[config.mk]
export PLATFORM = sky130hd
export DESIGN_NAME = rrx_exec
export DESIGN_NICKNAME = d
export VERILOG_FILES = /design/src/hw/rrx_pkg.sv /design/src/hw/rrx_rotator.sv /design/src/hw/rrx_stack.sv /design/src/hw/rrx_exec.sv
export SDC_FILE = /design/constraint.sdc
export NUM_CORES = 1
export LEC_CHECK = 0
export BUFFER_PORTS_ARGS = -buffer_cell sky130_fd_sc_hd__buf_2
export CAP_MARGIN = 20
export CORE_MARGIN = 8
export CORE_UTILIZATION = 46
export DETAILED_ROUTE_END_ITERATION = 8
export PLACE_DENSITY_LB_ADDON = 0.08
export SYNTH_ARGS = -nofsm -noshare
export SYNTH_HDL_FRONTEND = slang
export SYNTH_SLANG_ARGS = --single-unit
[constraint.sdc]
create_clock -name i_mclk -period 5.3 [get_ports i_mclk]
set_input_delay 1.59 -clock i_mclk [delete_from_list [all_inputs] [get_ports i_mclk]]
set_output_delay 1.59 -clock i_mclk [all_outputs]
set_load 0.02 [all_outputs]
[src/hw/rrx_pkg.sv]
// Shared constants, opcodes and rotate helpers for the return and rotate execution block.
package rrx_pkg;

  // ------------------------------------------------------------
  // Widths and sizes
  // ------------------------------------------------------------
  localparam int RRX_DATA_W      = 8;
  localparam int RRX_ADDR_W      = 8;
  localparam int RRX_PC_W        = 13;
  localparam int RRX_STACK_DEPTH = 8;
  localparam int RRX_LEVEL_W     = 4;

  // ------------------------------------------------------------
  // Reset values
  // ------------------------------------------------------------
  localparam logic                  RRX_MIE_RST   = 1'h0;
  localparam logic [RRX_DATA_W-1:0] RRX_DATA_RST  = 8'h00;
  localparam logic [RRX_PC_W-1:0]   RRX_PC_RST    = 13'h0000;
  localparam logic [RRX_LEVEL_W-1:0] RRX_LEVEL_RST = 4'h0;

  // ------------------------------------------------------------
  // Instruction codes
  // ------------------------------------------------------------
  typedef enum logic [3:0] {
    OP_SUBROUTINE_EXIT_WITH_LITERAL = 4'h0,
    OP_INTERRUPT_EXIT               = 4'h1,
    OP_ROTATE_LEFT_MEM              = 4'h2,
    OP_ROTATE_LEFT_TO_WORK          = 4'h3,
    OP_ROTATE_LEFT_VIA_FLAG_MEM     = 4'h4,
    OP_ROTATE_LEFT_VIA_FLAG_TO_WORK = 4'h5,
    OP_ROTATE_RIGHT_MEM             = 4'h6,
    OP_ROTATE_RIGHT_TO_WORK         = 4'h7,
    OP_ROTATE_RIGHT_VIA_FLAG_MEM    = 4'h8
  } rrx_op_t;

  // ------------------------------------------------------------
  // Rotate helpers and return decode
  // ------------------------------------------------------------
  function automatic logic [7:0] rrx_rol(input logic [7:0] d);
    rrx_rol = {d[6:0], d[7]};
  endfunction

  function automatic logic [7:0] rrx_ror(input logic [7:0] d);
    rrx_ror = {d[0], d[7:1]};
  endfunction

  function automatic logic [7:0] rrx_rolc(input logic [7:0] d, input logic c);
    rrx_rolc = {d[6:0], c};
  endfunction

  function automatic logic [7:0] rrx_rorc(input logic [7:0] d, input logic c);
    rrx_rorc = {c, d[7:1]};
  endfunction

  function automatic logic rrx_is_return(input rrx_op_t op);
    rrx_is_return = (op == OP_SUBROUTINE_EXIT_WITH_LITERAL) || (op == OP_INTERRUPT_EXIT);
  endfunction

endpackage

[src/hw/rrx_rotator.sv]
// Combinational rotate unit: result, carry out, destination and carry write enable.
`timescale 1ns/1ns
module rrx_rotator
  import rrx_pkg::*;
(
  input  wire rrx_op_t    i_op,
  input  wire logic [7:0] i_data,
  input  wire logic       i_carry,
  output logic [7:0]      o_result,
  output logic            o_carry,
  output logic            o_to_mem,
  output logic            o_flag_we
);

  always_comb
  begin
    o_result  = i_data;
    o_carry   = i_carry;
    o_to_mem  = 1'b0;
    o_flag_we = 1'b0;
    case (i_op)
      OP_ROTATE_LEFT_MEM:
      begin
        o_result = rrx_rol(i_data);
        o_to_mem = 1'b1;
      end
      OP_ROTATE_LEFT_TO_WORK:
      begin
        o_result = rrx_rol(i_data);
      end
      OP_ROTATE_LEFT_VIA_FLAG_MEM:
      begin
        o_result  = rrx_rolc(i_data, i_carry);
        o_carry   = i_data[7];
        o_to_mem  = 1'b1;
        o_flag_we = 1'b1;
      end
      OP_ROTATE_LEFT_VIA_FLAG_TO_WORK:
      begin
        o_result  = rrx_rolc(i_data, i_carry);
        o_carry   = i_data[7];
        o_flag_we = 1'b1;
      end
      OP_ROTATE_RIGHT_MEM:
      begin
        o_result = rrx_ror(i_data);
        o_to_mem = 1'b1;
      end
      OP_ROTATE_RIGHT_TO_WORK:
      begin
        o_result = rrx_ror(i_data);
      end
      OP_ROTATE_RIGHT_VIA_FLAG_MEM:
      begin
        o_result  = rrx_rorc(i_data, i_carry);
        o_carry   = i_data[0];
        o_to_mem  = 1'b1;
        o_flag_we = 1'b1;
      end
      default:
      begin
        o_result = i_data;
      end
    endcase
  end

endmodule

[src/hw/rrx_stack.sv]
// Hardware return-address stack with push, pop and replace-on-both.
`timescale 1ns/1ns
module rrx_stack
  import rrx_pkg::*;
(
  input  wire logic                   i_mclk,
  input  wire logic                   i_nrst,
  input  wire logic                   i_push,
  input  wire logic [RRX_PC_W-1:0]    i_push_pc,
  input  wire logic                   i_pop,
  output logic      [RRX_PC_W-1:0]    o_top,
  output logic      [RRX_LEVEL_W-1:0] o_level
);

  logic [RRX_PC_W-1:0]    entry [RRX_STACK_DEPTH];
  logic [RRX_LEVEL_W-1:0] level;
  logic [RRX_LEVEL_W-1:0] top_idx;
  logic                   do_pop;
  logic                   do_push;

  // A pop on an empty stack is ignored and yields entry 0; a push on a full
  // stack is dropped, so the oldest return addresses are never overwritten.
  assign do_pop  = i_pop && (level != RRX_LEVEL_RST);
  assign do_push = i_push && ((level < RRX_LEVEL_W'(RRX_STACK_DEPTH)) || do_pop);
  assign top_idx = (level == RRX_LEVEL_RST) ? RRX_LEVEL_RST : level - 4'h1;
  assign o_top   = entry[top_idx[2:0]];
  assign o_level = level;

  always_ff @(posedge i_mclk or negedge i_nrst)
  begin
    if (!i_nrst)
      level <= RRX_LEVEL_RST;
    else if (do_pop && !do_push)
      level <= level - 4'h1;
    else if (do_push && !do_pop)
      level <= level + 4'h1;
  end

  always_ff @(posedge i_mclk)
  begin
    if (do_push)
      entry[do_pop ? top_idx[2:0] : level[2:0]] <= i_push_pc;
  end

endmodule

[src/hw/rrx_exec.sv]
// Execution sequencer for the return-type and rotate instructions.
// Overview of operation
// - Literal subroutine exit pops PC, loads immediate into working register, flags kept.
// - Interrupt exit pops PC, sets master interrupt enable to 1, flags kept.
// - Interrupt exit with pending interrupt services that interrupt before main program.
// - Rotate left memory: bit 7 to bit 0, written back, no flag change.
// - Rotate left to working register: memory untouched, no flag change.
// - Rotate left via carry to memory: bit 7 to carry, old carry to bit 0.
// - Rotate left via carry to working register, carry from bit 7, memory kept.
// - Rotate right memory: bit 0 to bit 7, written back, no flag change.
// - Rotate right to working register: memory untouched, no flag change.
// - Rotate right via carry to memory: bit 0 to carry, old carry to bit 7.
`timescale 1ns/1ns
module rrx_exec
  import rrx_pkg::*;
(
  input  wire logic                  i_mclk,
  input  wire logic                  i_nrst,
  input  wire logic                  i_start,
  input  wire rrx_op_t               i_op,
  input  wire logic [RRX_DATA_W-1:0] i_imm,
  input  wire logic [RRX_ADDR_W-1:0] i_addr,
  input  wire logic [RRX_DATA_W-1:0] i_mem_rdata,
  input  wire logic                  i_carry,
  input  wire logic                  i_push,
  input  wire logic [RRX_PC_W-1:0]   i_push_pc,
  input  wire logic                  i_mie_clr,
  input  wire logic                  i_irq_pending,
  input  wire logic [RRX_PC_W-1:0]   i_irq_vector,
  output logic                       o_busy,
  output logic                       o_done,
  output logic                       o_mem_rd,
  output logic                       o_mem_wr,
  output logic [RRX_ADDR_W-1:0]      o_mem_addr,
  output logic [RRX_DATA_W-1:0]      o_mem_wdata,
  output logic                       o_work_we,
  output logic [RRX_DATA_W-1:0]      o_work,
  output logic                       o_carry_we,
  output logic                       o_carry,
  output logic                       o_pc_load,
  output logic [RRX_PC_W-1:0]        o_pc,
  output logic                       o_irq_take,
  output logic                       o_mie
);

  // ------------------------------------------------------------
  // Sequencer
  // ------------------------------------------------------------
  typedef enum logic [3:0] {
    S_IDLE  = 4'h1,
    S_READ  = 4'h2,
    S_WRITE = 4'h4,
    S_RET   = 4'h8
  } rrx_state_t;

  rrx_state_t                state;
  rrx_state_t                next_state;
  rrx_op_t                   op;
  logic [RRX_DATA_W-1:0]     imm;
  logic [RRX_DATA_W-1:0]     rot_result;
  logic                      rot_carry;
  logic                      rot_to_mem;
  logic                      rot_flag_we;
  logic                      stk_pop;
  logic [RRX_PC_W-1:0]       stk_top;
  logic [RRX_LEVEL_W-1:0]    stk_level;
  logic                      iret_to_irq;

  always_comb
  begin
    next_state = state;
    case (state)
      S_IDLE:
      begin
        if (i_start)
          next_state = rrx_is_return(i_op) ? S_RET : S_READ;
      end
      S_READ:
        next_state = S_WRITE;
      S_WRITE:
        next_state = S_IDLE;
      S_RET:
        next_state = S_IDLE;
      default:
        next_state = S_IDLE;
    endcase
  end

  always_ff @(posedge i_mclk or negedge i_nrst)
  begin
    if (!i_nrst)
      state <= S_IDLE;
    else
      state <= next_state;
  end

  always_ff @(posedge i_mclk or negedge i_nrst)
  begin
    if (!i_nrst)
    begin
      op  <= OP_SUBROUTINE_EXIT_WITH_LITERAL;
      imm <= RRX_DATA_RST;
    end
    else if (state == S_IDLE && i_start)
    begin
      op  <= i_op;
      imm <= i_imm;
    end
  end

  always_ff @(posedge i_mclk or negedge i_nrst)
  begin
    if (!i_nrst)
    begin
      o_busy <= 1'b0;
      o_done <= 1'b0;
    end
    else
    begin
      o_busy <= (next_state != S_IDLE);
      o_done <= (state == S_WRITE) || (state == S_RET);
    end
  end

  // ------------------------------------------------------------
  // Rotate datapath
  // ------------------------------------------------------------
  rrx_rotator u_rot (
    .i_op      (op),
    .i_data    (i_mem_rdata),
    .i_carry   (i_carry),
    .o_result  (rot_result),
    .o_carry   (rot_carry),
    .o_to_mem  (rot_to_mem),
    .o_flag_we (rot_flag_we)
  );

  // The read is issued one cycle after the start so the address comes from a
  // register; the memory returns the byte in the following cycle.
  always_ff @(posedge i_mclk or negedge i_nrst)
  begin
    if (!i_nrst)
    begin
      o_mem_rd    <= 1'b0;
      o_mem_wr    <= 1'b0;
      o_mem_addr  <= '0;
      o_mem_wdata <= RRX_DATA_RST;
    end
    else
    begin
      o_mem_rd <= (state == S_IDLE) && i_start && !rrx_is_return(i_op);
      o_mem_wr <= (state == S_WRITE) && rot_to_mem;
      if (state == S_IDLE && i_start)
        o_mem_addr <= i_addr;
      if (state == S_WRITE)
        o_mem_wdata <= rot_result;
    end
  end

  // Only the via-carry forms touch the carry; all other flags are never driven.
  always_ff @(posedge i_mclk or negedge i_nrst)
  begin
    if (!i_nrst)
    begin
      o_carry_we <= 1'b0;
      o_carry    <= 1'b0;
    end
    else
    begin
      o_carry_we <= (state == S_WRITE) && rot_flag_we;
      if (state == S_WRITE)
        o_carry <= rot_carry;
    end
  end

  always_ff @(posedge i_mclk or negedge i_nrst)
  begin
    if (!i_nrst)
    begin
      o_work_we <= 1'b0;
      o_work    <= RRX_DATA_RST;
    end
    else if (state == S_WRITE && !rot_to_mem)
    begin
      o_work_we <= 1'b1;
      o_work    <= rot_result;
    end
    else if (state == S_RET && op == OP_SUBROUTINE_EXIT_WITH_LITERAL)
    begin
      o_work_we <= 1'b1;
      o_work    <= imm;
    end
    else
      o_work_we <= 1'b0;
  end

  // ------------------------------------------------------------
  // Return handling
  // ------------------------------------------------------------
  // A pending interrupt at the interrupt exit leaves the return address on
  // the stack and vectors at once, so the main program resumes only after
  // the pending routine has itself returned.
  assign iret_to_irq = (op == OP_INTERRUPT_EXIT) && i_irq_pending;
  assign stk_pop     = (state == S_RET) && !iret_to_irq;

  rrx_stack u_stack (
    .i_mclk    (i_mclk),
    .i_nrst    (i_nrst),
    .i_push    (i_push),
    .i_push_pc (i_push_pc),
    .i_pop     (stk_pop),
    .o_top     (stk_top),
    .o_level   (stk_level)
  );

  always_ff @(posedge i_mclk or negedge i_nrst)
  begin
    if (!i_nrst)
    begin
      o_pc_load  <= 1'b0;
      o_pc       <= RRX_PC_RST;
      o_irq_take <= 1'b0;
    end
    else
    begin
      o_pc_load  <= (state == S_RET);
      o_irq_take <= (state == S_RET) && iret_to_irq;
      if (state == S_RET)
        o_pc <= iret_to_irq ? i_irq_vector : stk_top;
    end
  end

  // The exit sets the enable even if an interrupt entry clears it in the
  // same cycle; a serviced pending interrupt keeps it cleared as on entry.
  always_ff @(posedge i_mclk or negedge i_nrst)
  begin
    if (!i_nrst)
      o_mie <= RRX_MIE_RST;
    else if (state == S_RET && op == OP_INTERRUPT_EXIT)
      o_mie <= !i_irq_pending;
    else if (i_mie_clr)
      o_mie <= 1'b0;
  end
endmodule

=== Yosys cells after proc, flatten, opt, wreduce, memory -nomap -nowiden ===
Memory sizes are Yosys's and may differ from the RTL's.
Cells that the tools add are included.

* Flip-flop bits (word level): 67
* Bits in writable memories: 104
* Input port bits: 61
* Output and inout port bits: 47
* Logic and storage cells: 91
* Memories: 1

* Add/subtract/negate cells: 2
* $lt $le $gt $ge: 1
* Equal/unequal tests: 14
* Mux-type cells: 20
* Reduce and logical (&&, ||, !) cells: 35

{| class="wikitable"
|+ Memory list
! name !! depth !! width !! rd ports !! clocked after Yosys merged registers in !! write ports !! RTL line !! RTL
|-
| u_stack.entry || 8 || 13 || 1 || 0 || 1 || rrx_stack.sv:15 || <nowiki>logic [RRX_PC_W-1:0] entry [RRX_STACK_DEPTH];</nowiki>
|}

{| class="wikitable"
|+ Operator list
! operator !! count
|-
| 8-bit one-hot mux with 4 select lines || 1
|-
| 4-bit by 3-bit == test with 1-bit output (second input constant) || 5
|-
| 4-bit 2-to-1 mux || 4
|-
| 8-bit 2-to-1 mux || 2
|-
| 1-bit logical AND || 14
|-
| 13-bit 2-to-1 mux || 1
|-
| 4-bit by 1-bit == test with 1-bit output (second input constant) || 3
|-
| 4-bit by 2-bit == test with 1-bit output (second input constant) || 3
|-
| 4-bit logical NOT || 3
|-
| 4-bit == test (second input constant) || 2
|-
| 1-bit 2-to-1 mux || 8
|-
| 4-bit one-hot mux with 2 select lines || 1
|-
| 1-bit logical NOT || 6
|-
| 3-bit 2-to-1 mux || 2
|-
| 2-bit nonzero test || 3
|-
| 2-bit OR reduction || 3
|-
| 4-bit by 1-bit adder with 4-bit output (second input constant) || 1
|-
| 4-bit less-than comparator (second input constant) || 1
|-
| 4-bit by 1-bit != test with 1-bit output (second input constant) || 1
|-
| 4-bit nonzero test || 1
|-
| 4-bit OR reduction || 1
|-
| 4-bit by 1-bit subtractor with 4-bit output (second input constant) || 1
|-
| 1-bit logical OR || 3
|-
| 3-bit OR reduction || 1
|-
| 1-bit one-hot mux with 2 select lines || 1
|}

=== Longest topological paths before layout ===
Gate-level depths: netlist (run 1).

* Depth in word-level cells: 10
* Gate-level depth with buffers: 13
* Mapped depth without buffers: 9

=== Cells and area by module ===
Synthesis (run 1) repeated with hierarchy kept, for this count alone.

* Cells, all modules: 591
* Area total of the unflattened synthesis: 7628.6 um2

{| class="wikitable"
|+ Modules (own cells, without submodules)
! module !! times used !! cells each !! area an instance (um2) !! sequential area each (um2)
|-
| rrx_stack || 1 || 319 || 4703.3 || 3223.1
|-
| rrx_exec || 1 || 234 || 2631.3 || 1577.8
|-
| rrx_rotator || 1 || 38 || 294.0 || 0.0
|}

=== Least setup slack after synthesis (run 1) ===
OpenSTA, ideal clock, no wires.

* Kind: in2reg
* From: input i_irq_pending
* To: memory u_stack.entry[5][0] (enable)
* Setup time: 0.387 ns
* Arrival: 3.176 ns
* Data required time: 4.913 ns
* Setup slack: 1.737 ns
* Stages on the path: 5
* Path buffers: 1
* Cell sequence: and2_1 -> buf_2 -> a211o_1 -> a211o_1 -> a21oi_1

* Cells in the longest elaborated chain, start to end: 8
* Elaborated cells between the ends (all ways): 9
* Those cells by class: mux: 3; reduce/logical: 6

{| class="wikitable"
|+ Ends and longest elaborated chain
! element !! RTL line !! RTL
|-
| from (decl) || rrx_exec.sv:28 || <nowiki>input wire logic i_irq_pending,</nowiki>
|-
| 1-bit logical AND (*) || rrx_exec.sv:203 || <nowiki>assign iret_to_irq = (op == OP_INTERRUPT_EXIT) && i_irq_pending;</nowiki>
|-
| 1-bit logical NOT (*) || rrx_exec.sv:204 || <nowiki>assign stk_pop = (state == S_RET) && !iret_to_irq;</nowiki>
|-
| 1-bit logical AND (*) || rrx_exec.sv:204 ||
|-
| 1-bit logical AND (*) || rrx_stack.sv:23 || <nowiki>assign do_pop = i_pop && (level != RRX_LEVEL_RST);</nowiki>
|-
| 1-bit logical OR || rrx_stack.sv:24 || <nowiki>assign do_push = i_push && ((level < RRX_LEVEL_W'(RRX_STACK_DEPTH)) || do_pop);</nowiki>
|-
| 1-bit logical AND || rrx_stack.sv:24 ||
|-
| 1-bit 2-to-1 mux || rrx_stack.sv:41 || <nowiki>if (do_push)</nowiki>
|-
| 1-bit 2-to-1 mux || rrx_stack.sv:42 || <nowiki>entry[do_pop ? top_idx[2:0] : level[2:0]] <= i_push_pc;</nowiki>
|-
| to (decl) || rrx_stack.sv:15 ||
|}

Mark *: on every way between the ends. The rest lies on a longest branch, timed or not.

=== Worst setup path after layout (run 1) ===
* From: register u_stack.level[1], in the netlist u_stack.o_level[1]
* To: memory u_stack.entry[4][12] (enable)

* Cells in the longest elaborated chain, start to end: 6
* Elaborated cells between the ends (all ways): 11
* Those cells by class: add/sub: 1; order compare: 1; mux: 4; reduce/logical: 5

{| class="wikitable"
|+ Ends and longest elaborated chain
! element !! RTL line !! RTL
|-
| from (decl) || rrx_stack.sv:16 || <nowiki>logic [RRX_LEVEL_W-1:0] level;</nowiki>
|-
| from (signal assigned) || rrx_stack.sv:34 || <nowiki>level <= level - 4'h1;</nowiki>
|-
| from (signal assigned) || rrx_stack.sv:36 || <nowiki>level <= level + 4'h1;</nowiki>
|-
| branches (longest 6 deep; another with 4-bit less-than comparator) || -- ||
|}

Several ways; the timed one is not identified.

==> results.tsv, run 1 <==
stage	metric	value	unit
run_status	outcome	finished clean	
detailed_routing	drtPass1Iterations	4	
setup_path	startpoint_type	flop	
logic_synthesis	synth_top_area_frac	0.415	
clock_network	cts_buffers	17	
detailed_routing	dr.first_iter.drc_count	345	
logic_synthesis	synth_edf_count	104	
power_and_ir_drop	max-vdd-ir-drop	0.259	mV
clock_network	cts_num_sinks	171	
logic_synthesis	synth_area	7520	um2
placed_design	dp_hpwl	13.5	mm
layout	nets	725	
floorplanning	io_pins	108	
timing	tns	0	ps
global_route	track_usage	0.186	
logic_synthesis	ys_ff_latch	171	
setup_path	crit_path_end	u_stack.entry[4][12]	
global_route	grt_pass1_wl	29.1	mm
global_route	antenna_found_initial	0	
setup_path	required	5440	ps
timing	rsz0062_at_grt	false	
timing	timing.fmax	266	MHz
logic_synthesis	avgSynthCellArea	13.5	um2
placed_design	port_buffers	107	
power_and_ir_drop	p_switching	1.70	mW
global_route	grt-ovfl-total	0	
logic_synthesis	synthArstFlopShare	0.392	
logic_synthesis	synth.most_common_cell	edfxtp_1	
timing	finalCritPeriodShare	0.708	
global_route	grt_pass1_vias	5271	
layout	fin_util	0.559	
logic_synthesis	post_synth_inst_count	557	
timing	final-setup-viol-count	0	
clock_network	root_buffer	clkbuf_16	
power_and_ir_drop	p_clk_frac	0.264	
setup_path	r2r-start	u_stack.o_level[1]	
layout	instances_no_fill	889	
clock_network	post_cts_resized	0	
setup_path	crit_fanout	21	
power_and_ir_drop	p_int	2.93	mW
power_and_ir_drop	power_frac_seq	0.397	
power_and_ir_drop	power_frac_comb	0.339	
setup_path	r2r_slack	1550	ps
power_and_ir_drop	totalPowerFinal	4.63	mW
timing	hold_viol_final	0	
power_and_ir_drop	p_leak	3.49	nW
logic_synthesis	ys_types	56	
placed_design	place_inst	857	
layout	n_antenna_cell	0	
logic_synthesis	synth_fp_nets	622	
timing	timing.final.crit_period	3750	ps
setup_path	critPathLaunch	u_stack.o_level[1]	
timing	slew_viol_final	0	
worst_hold_path	hold_path_class	reg -> reg	
job	max-cap-violations	0	
timing	relSlewSlack	0.324	
clock_network	path_clk_slew	70	ps
logic_synthesis	yosys.area.top_type	edfxtp_1	
timing	fin_hold_ws	479	ps
clock_network	insertion_delay	430	ps
detailed_routing	route.vias.total	5138	
detailed_routing	drc_errors	0	
layout	syn_to_final_growth	18.6	%
logic_synthesis	yosysSeqAreaShare	0.639	
timing	skew	9.13	ps
setup_path	r2r_cells	8	
worst_hold_path	hold_start	o_mem_wdata[6]	
floorplanning	std_cell_rows	46	
floorplanning	initial_utilization	0.472	
clock_network	hold_buffers	0	
setup_path	worstPathArrival	3900	ps
detailed_routing	routed_via_density	5.78	
floorplanning	dieArea	20700	um2
detailed_routing	drt-total-wl	18.8	mm
timing	worst_pin_slew	1010	ps
global_route	grt_max_degree	65	
placed_design	gp_congestion	0.852	
detailed_routing	wire_per_inst	21.1	um
floorplanning	die_y	144	um
clock_network	clock_path_buffers	2	
layout	drive_gt1_frac	0.294	
detailed_routing	ant_nets	0	
logic_synthesis	ys.flop_type	edfxtp_1	
power_and_ir_drop	swShare	0.367	
setup_path	crit_type	reg -> reg	
logic_synthesis	yosys_warnings	0	
logic_synthesis	synth_area_leaders	edfxtp_1 (42%), dfrtp_1 (22%), mux2i_1 (4.4%), mux2_2 (3.1%), o221ai_1 (2.9%)	
power_and_ir_drop	power_density	519	nW/um2
floorplanning	die_width	144	um
floorplanning	core	15900	um2
setup_path	timing.rr.end	u_stack.entry[4][12]	
setup_path	end_kind	flop	
logic_synthesis	netlist_top_cells_count	edfxtp_1 (104), dfrtp_1 (66), clkbuf_1 (35), mux2i_1 (33), nand2_1 (30)	
clock_network	ctsHtreeMaxLevel	4	
clock_network	cts_setup_buffers	0	
clock_network	cts_tree	built	
==> kinds of logic (layout without fill, tap and decap cells) <==
group,after synthesis,in the layout,synth area share
AO/OA/AOI/OAI,118,118,0.122
XOR/XNOR,5,5,0.00582
adder cells (fa/ha/maj),4,4,0.00666
buffers and inverters,54,170,0.0286
flip-flops,171,171,0.639
multiplexers,55,55,0.0784
AND/OR/NAND/NOR,150,150,0.120
==> state kept, by name, indices dropped and copies added, names as in the netlist, 4 cells and up <==
signal / flops
o_pc: 13
o_mem_wdata: 8
u_stack.o_level: 4
o_mem_addr: 8
imm: 8
op: 4
o_work: 8
state: 4
u_stack.entry: 104
==> metal layers <==
| layer | vias to the layer above | track usage | part of all wire |
|---|---|---|---|
| li1 | 2389 | - | - |
| met3 | 24 | 0.0378 | 0.069 |
| met2 | 186 | 0.302 | 0.48 |
| met5 | - | 0 | 0 |
| met1 | 2539 | 0.242 | 0.44 |
| met4 | 0 | 0.0714 | 0.016 |
==> worst max-delay path, cell delays in order, from the launching register on <==
cell       delay [ps]
dfrtp_1           460
inv_1             130
ha_1              650
buf_4             270
nor3b_2           520
a2111oi_0         160
a211o_1           380
a21oi_1           660
buf_6             230
==> power by group through the flow <==
stage	Combinational (mW)	Sequential [mW]	Clock (mW)
5_1_grt	1.71	1.87	1.30
3_5_place_dp	1.58	1.87	0
6_report	1.57	1.84	1.22
4_1_cts	1.58	1.84	1.25
2_1_floorplan	0.938	1.97	0
3_3_place_gp	1.55	1.85	0
==> area by class of cell <==
class                   instances  area (um2)
clock buffers                  18         429
clock inverters                14         151
fillers                      1339        7020
inverters                      10        38.8
multi-input cells             332        2530
flip-flops and latches        171        4800
well taps                     216         270
repair buffers                128         701
==> stage by stage <==
| step | worst slack (ps) | area (um2) |
|---|---|---|
| CTS | 1600 | 8920 |
| global route | 1330 | 8920 |
| detailed placement | 1280 | 8340 |
| global placement | 1070 | 8320 |
| finish | 1550 | 8920 |
| floorplan | 1740 | 7520 |
==> how the worst min path moves through the flow <==
stage                     slack [ps]  cells past startpoint             end
final                            480                      2  o_mem_wdata[6]
after CTS                        480                      2  o_mem_wdata[0]
after global routing             520                      1   o_mem_addr[1]
after floorplan                  470                      1        state[2]
after global placement           460                      2  o_mem_wdata[7]
after detailed placement         470                      2  o_mem_wdata[0]
==> cell usage in the layout, fill, tap and decap left out, types with 18 or more instances in the layout <==
master,instances
buf_2,107
edfxtp_1,104
dfrtp_1,65
mux2i_1,33
nand2_1,30
nor2_1,26
o221ai_1,25
mux2_2,21
a221oi_1,19
buf_4,19
o21ai_0,18
(Power assumes the default switching activity.)
==> run 2: changes to the inputs <==
ABC_AREA = 1   (was not set)
clock period = 3.4 ns   (was 5.3 ns; I/O delays follow)
==> results.tsv, run 2 <==
stage	metric	value	unit
run_status	outcome	finished clean	
logic_synthesis	synth_compound_area_frac	0.0355	
floorplanning	io_pins	108	
logic_synthesis	synth-xor-area-share	0.00219	
setup_path	required	3520	ps
power_and_ir_drop	power_density	843	nW/um2
logic_synthesis	yosys_warnings	0	
logic_synthesis	post_synth_inst_count	866	
floorplanning	core	17100	um2
power_and_ir_drop	max-vdd-ir-drop	0.533	mV
detailed_routing	wire_per_inst	16.4	um
logic_synthesis	synthArstFlopShare	0.392	
placed_design	port_buffers	107	
timing	timing.final.crit_period	2600	ps
logic_synthesis	synth_fa_ha_area_frac	0.00626	
global_route	track_usage	0.187	
timing	skew	5.26	ps
global_route	grt_pass1_vias	5980	
setup_path	crit_fanout	34	
setup_path	cpMostUsedCell	nand2_1	
logic_synthesis	ys_types	39	
setup_path	crit_chain	inv_1 > ha_1 > nand2_4 > nand2_2 > nand4_1 > nand2_1 > nand2_1 > nor2_1 > buf_4	
clock_network	path_clk_slew	60	ps
detailed_routing	dr.first_iter.drc_count	446	
logic_synthesis	yosysSeqAreaShare	0.601	
detailed_routing	ant_nets	0	
timing	timing.fmax	385	MHz
timing	rsz0062_at_grt	false	
clock_network	cts_setup_buffers	0	
logic_synthesis	avgSynthCellArea	9.23	um2
layout	layout_commonest_cell	nand2_1	
placed_design	pre_cts_ws	827	ps
layout	largest_register_ffs	104	
timing	finalCritPeriodShare	0.764	
clock_network	root_buffer	clkbuf_16	
timing	tns	0	ps
setup_path	crit_path_max_incr_delay	520	ps
detailed_routing	route.vias.total	6058	
setup_path	worstPathArrival	2720	ps
power_and_ir_drop	p_leak	4.44	nW
logic_synthesis	synthMuxAreaShare	0	
clock_network	hold_buffers	0	
placed_design	gp_congestion	0.827	
setup_path	startpoint_type	flop	
logic_synthesis	synth_area_leaders	edfxtp_1 (39%), dfrtp_1 (21%), nand2_1 (13%), nand3_1 (6.1%), inv_1 (4.7%)	
setup_path	crit_type	reg -> reg	
detailed_routing	drt-total-wl	19.9	mm
layout	syn_to_final_growth	16.6	%
logic_synthesis	synth_area	7990	um2
timing	fin_ws	801	ps
logic_synthesis	netlist_top_cells_count	nand2_1 (283), edfxtp_1 (104), inv_1 (99), nand3_1 (97), nor2_1 (79)	
floorplanning	std_cell_rows	48	
worst_hold_path	hold_depth	2	
timing	final-setup-viol-count	0	
timing	slew_viol_final	0	
layout	nets	1038	
worst_hold_path	hold_path_class	reg -> reg	
timing	hold_viol_final	0	
setup_path	cp_slowest_cell	nand2_2	
global_route	grt_max_degree	68	
floorplanning	initial_utilization	0.467	
layout	final_cell_mix	nand2_1 (283), buf_2 (106), edfxtp_1 (104), inv_1 (99), nand3_1 (97)	
clock_network	post_cts_resized	0	
floorplanning	dieArea	21800	um2
setup_path	r2r_slack	800	ps
timing	worst_pin_slew	877	ps
clock_network	ctsHtreeMaxLevel	4	
layout	n_antenna_cell	0	
clock_network	cts_buffers	17	
logic_synthesis	ys.flop_type	edfxtp_1	
placed_design	dp_hpwl	13.4	mm
clock_network	cts_tree	built	
detailed_routing	drc_errors	0	
job	max-cap-violations	0	
floorplanning	die_y	148	um
floorplanning	die_width	148	um
timing	relSlewSlack	0.415	
detailed_routing	routed_via_density	5.00	
global_route	grt-ovfl-total	0	
clock_network	insertion_delay	420	ps
logic_synthesis	ys_ff_latch	171	
global_route	grt_pass1_wl	31.9	mm
clock_network	cts_num_sinks	171	
logic_synthesis	yosys.area_share.simple	0.280	
clock_network	clock_path_buffers	2	
logic_synthesis	yosys.area.top_type	edfxtp_1	
global_route	antenna_found_initial	0	
setup_path	end_kind	flop	
detailed_routing	drtPass1Iterations	7	
layout	drive_gt1_frac	0.182	
logic_synthesis	synth_top_area_frac	0.391	
logic_synthesis	synth_fp_nets	931	
logic_synthesis	synth_top_family_by_area	simple AND/OR/NAND/NOR gates	
logic_synthesis	synth.most_common_cell	nand2_1	
logic_synthesis	synth_edf_count	104	
setup_path	r2r_cells	9	
run 2: cell count changes after synthesis, moves of 21 or more:
cell      delta
nor2_1      +53
clkbuf_1    -30
inv_1       +90
nand2_1    +253
o221ai_1    -25
mux2i_1     -33
nand3_1     +95
mux2_2      -21
run 2: stage by stage:
stage / cell area (um2) / instances / hold WS, ps / util / total power [mW]
CTS: 9320 / 1211 / 478 / 0.544 / 7.92
global route: 9320 / 1211 / 492 / 0.544 / 8.40
detailed placement: 8720 / 1179 / 459 / 0.510 / 5.94
floorplan: 7990 / 866 / 449 / - / 5.10
finish: 9320 / 1211 / 473 / 0.544 / 7.85
global placement: 8720 / 1179 / 458 / 0.510 / 5.92
run 2: worst paths after layout:
check                                        to          startpoint
max                        u_stack.entry[5][11]  u_stack.o_level[1]
min                              o_mem_wdata[0]      o_mem_wdata[0]
max reg2reg                u_stack.entry[5][11]  u_stack.o_level[1]
min reg2reg                      o_mem_wdata[0]      o_mem_wdata[0]
max in group asynchronous               o_pc[5]              i_nrst
min in group asynchronous         o_mem_addr[1]              i_nrst
run 2: critical path: cells and delay by family (launching register included):
kind,cells,cell delay [ps]
adders and majority gates,1,250
buffers and inverters,2,360
DFF,1,420
and+or+nand+nor,6,1270
run 2: kinds of logic after synthesis:
family          count (synthesis)
compound gates                 45
xor+xnor                        2
fa+ha+maj                       4
buf+inv                       140
flops                         171
simple gates                  504
run 2: layout make-up:
cell class / instances / area, um2
Tap cell: 225 / 282
Timing Repair Buffer: 122 / 651
Fill cell: 1609 / 7800
Clock buffer: 20 / 447
Sequential cell: 171 / 4800
Clock inverter: 12 / 145
Multi-Input combinational cell: 555 / 2590
Inverter: 106 / 398
run 2: where the power goes:
group	switching (mW)	internal (mW)
Clock	0.793	1.17
Sequential	0.244	2.64
Combinational	2.09	0.920
run 2: routing by layer:
layer / global-route usage / part of all wire
met1: 0.244 / 0.46
met2: 0.297 / 0.47
met3: 0.0397 / 0.049
met4: 0.0760 / 0.022
met5: 0 / 0
==> run 3: changes to the inputs <==
clock period = 2.5 ns   (was 3.4 ns; I/O delays follow)
==> results.tsv, run 3 (synthesized netlist as in run 2, its figures left out) <==
stage	metric	value	unit
timing	fin_hold_ws	277	ps
timing	relSlewSlack	0.529	
clock_network	hold_buffers	0	
setup_path	crit_type	reg -> reg	
global_route	grt_pass1_vias	5876	
timing	slew_viol_final	0	
setup_path	required	2610	ps
layout	nets	1053	
global_route	track_usage	0.181	
setup_path	startpoint_type	flop	
layout	syn_to_final_growth	18.2	%
setup_path	timing.rr.end	u_stack.entry[7][10]	
global_route	grt_pass1_wl	31.1	mm
clock_network	cts_buffers	17	
power_and_ir_drop	max-vdd-ir-drop	0.541	mV
global_route	use_met2	0.301	
layout	drive_gt1_frac	0.200	
placed_design	pre_cts_ws	315	ps
placed_design	place_inst	1194	
timing	rsz0062_at_grt	false	
setup_path	crit_path_end	u_stack.entry[7][10]	
floorplanning	initial_utilization	0.467	
timing	timing.fmax	468	MHz
global_route	grt_max_degree	53	
clock_network	cts_tree	built	
clock_network	cts_setup_buffers	0	
layout	largest_register_ffs	104	
placed_design	gp_congestion	0.855	
global_route	antenna_found_initial	0	
detailed_routing	routed_via_density	4.85	
timing	hold_viol_final	0	
job	max-cap-violations	0	
detailed_routing	drtPass1Iterations	5	
timing	final-setup-viol-count	0	
floorplanning	std_cell_rows	48	
clock_network	path_clk_slew	70	ps
power_and_ir_drop	power_density	1120	nW/um2
floorplanning	die_width	148	um
floorplanning	core	17100	um2
placed_design	post_dp_cell_area	8890	um2
detailed_routing	wire_per_inst	15.8	um
timing	worst_pin_slew	706	ps
floorplanning	io_pins	108	
clock_network	post_cts_resized	0	
setup_path	end_kind	flop	
clock_network	cts_num_sinks	171	
worst_hold_path	hold_path_class	in -> async	
run_status	outcome	finished clean	
global_route	busiest_layer	met2	
clock_network	insertion_delay	420	ps
timing	fin_ws	363	ps
detailed_routing	route.vias.total	5951	
clock_network	clock_path_buffers	2	
floorplanning	die_y	148	um
timing	timing.final.crit_period	2140	ps
setup_path	r2r_slack	360	ps
layout	n_antenna_cell	0	
power_and_ir_drop	totalPowerFinal	10.6	mW
setup_path	worstPathArrival	2250	ps
layout	design_area	9450	um2
detailed_routing	dr.first_iter.drc_count	383	
detailed_routing	drc_errors	0	
setup_path	critPathLaunch	u_stack.o_level[1]	
global_route	grt_use_met1	0.235	
placed_design	dp_hpwl	13.1	mm
layout	final_cell_mix	nand2_1 (283), buf_2 (106), edfxtp_1 (104), inv_1 (99), nand3_1 (97)	
setup_path	cpMostUsedCell	nand2_1	
power_and_ir_drop	p_leak	4.54	nW
setup_path	cp_slowest_cell	dfrtp_1	
global_route	grt-ovfl-total	0	
setup_path	r2r-start	u_stack.o_level[1]	
layout	nFillCells	1569	
timing	finalCritPeriodShare	0.855	
clock_network	root_buffer	clkbuf_16	
detailed_routing	ant_nets	0	
setup_path	r2r_cells	10	
placed_design	port_buffers	107	
detailed_routing	drt-total-wl	19.3	mm
clock_network	ctsHtreeMaxLevel	4	
setup_path	crit_fanout	17	
setup_path	crit_chain	inv_1 > ha_1 > nand2_4 > nand2_1 > nand3_2 > nand2_1 > inv_1 > nand2_1 > nor2_1 > buf_4	
layout	instances_no_fill	1226	
timing	skew	9.49	ps
global_route	grt_use_met3	0.0333	
layout	layout_commonest_cell	nand2_1	
floorplanning	dieArea	21800	um2
setup_path	crit_path_max_incr_delay	420	ps
## run 3: changes by cell type in the layout (fill, tap and decap cells not counted), sizes merged
cell,change
bufinv,-3
inv,+2
buf,+15
clkbuf,+1
clkinvlp,-3
clkinv,+3
## run 3: layout make-up
class | count | area, um2 | share of cell area
Clock inverter | 11 | 83.8 | 0.00887
Timing Repair Buffer | 137 | 813 | 0.0861
Multi-Input combinational cell | 555 | 2590 | 0.274
Clock buffer | 21 | 479 | 0.0507
Tap cell | 225 | 282 | 0.0298
Inverter | 106 | 398 | 0.0421
Sequential cell | 171 | 4800 | 0.508
## run 3: routing by layer
layer	vias to the layer above	wire length, um
met5	-	0
li1	3043	-
met3	17	911
met1	2759	8830
met4	0	272
met2	132	9320
## run 3: critical path, delay by kind of cell, from the launching register on
kind / cells / cell delay, ps
fa+ha+maj: 1 / 240
buf+inv: 3 / 420
flops: 1 / 420
simple gates: 6 / 730
## run 3: how the worst min path moves through the flow
stage	start	end	slack [ps]	cells after the start
after floorplan	i_nrst	imm[0]	450	0
after global placement	o_mem_addr[3]	o_mem_addr[3]	460	2
after detailed placement	o_mem_wdata[4]	o_mem_wdata[4]	460	2
after CTS	i_nrst	o_mem_addr[3]	290	1
after global routing	i_nrst	o_mem_addr[3]	310	1
final	i_nrst	o_mem_addr[3]	280	1
## run 3: report_power, final
part	internal (mW)	switching [mW]
Combinational	1.38	2.84
Sequential	3.59	0.285
Clock	1.39	1.11
## run 3: through the flow
step,TNS [ps],utilization
2_1_floorplan,-8710,-
3_3_place_gp,0,0.519
3_5_place_dp,0,0.519
4_1_cts,0,0.552
5_1_grt,0,0.552
6_report,0,0.552
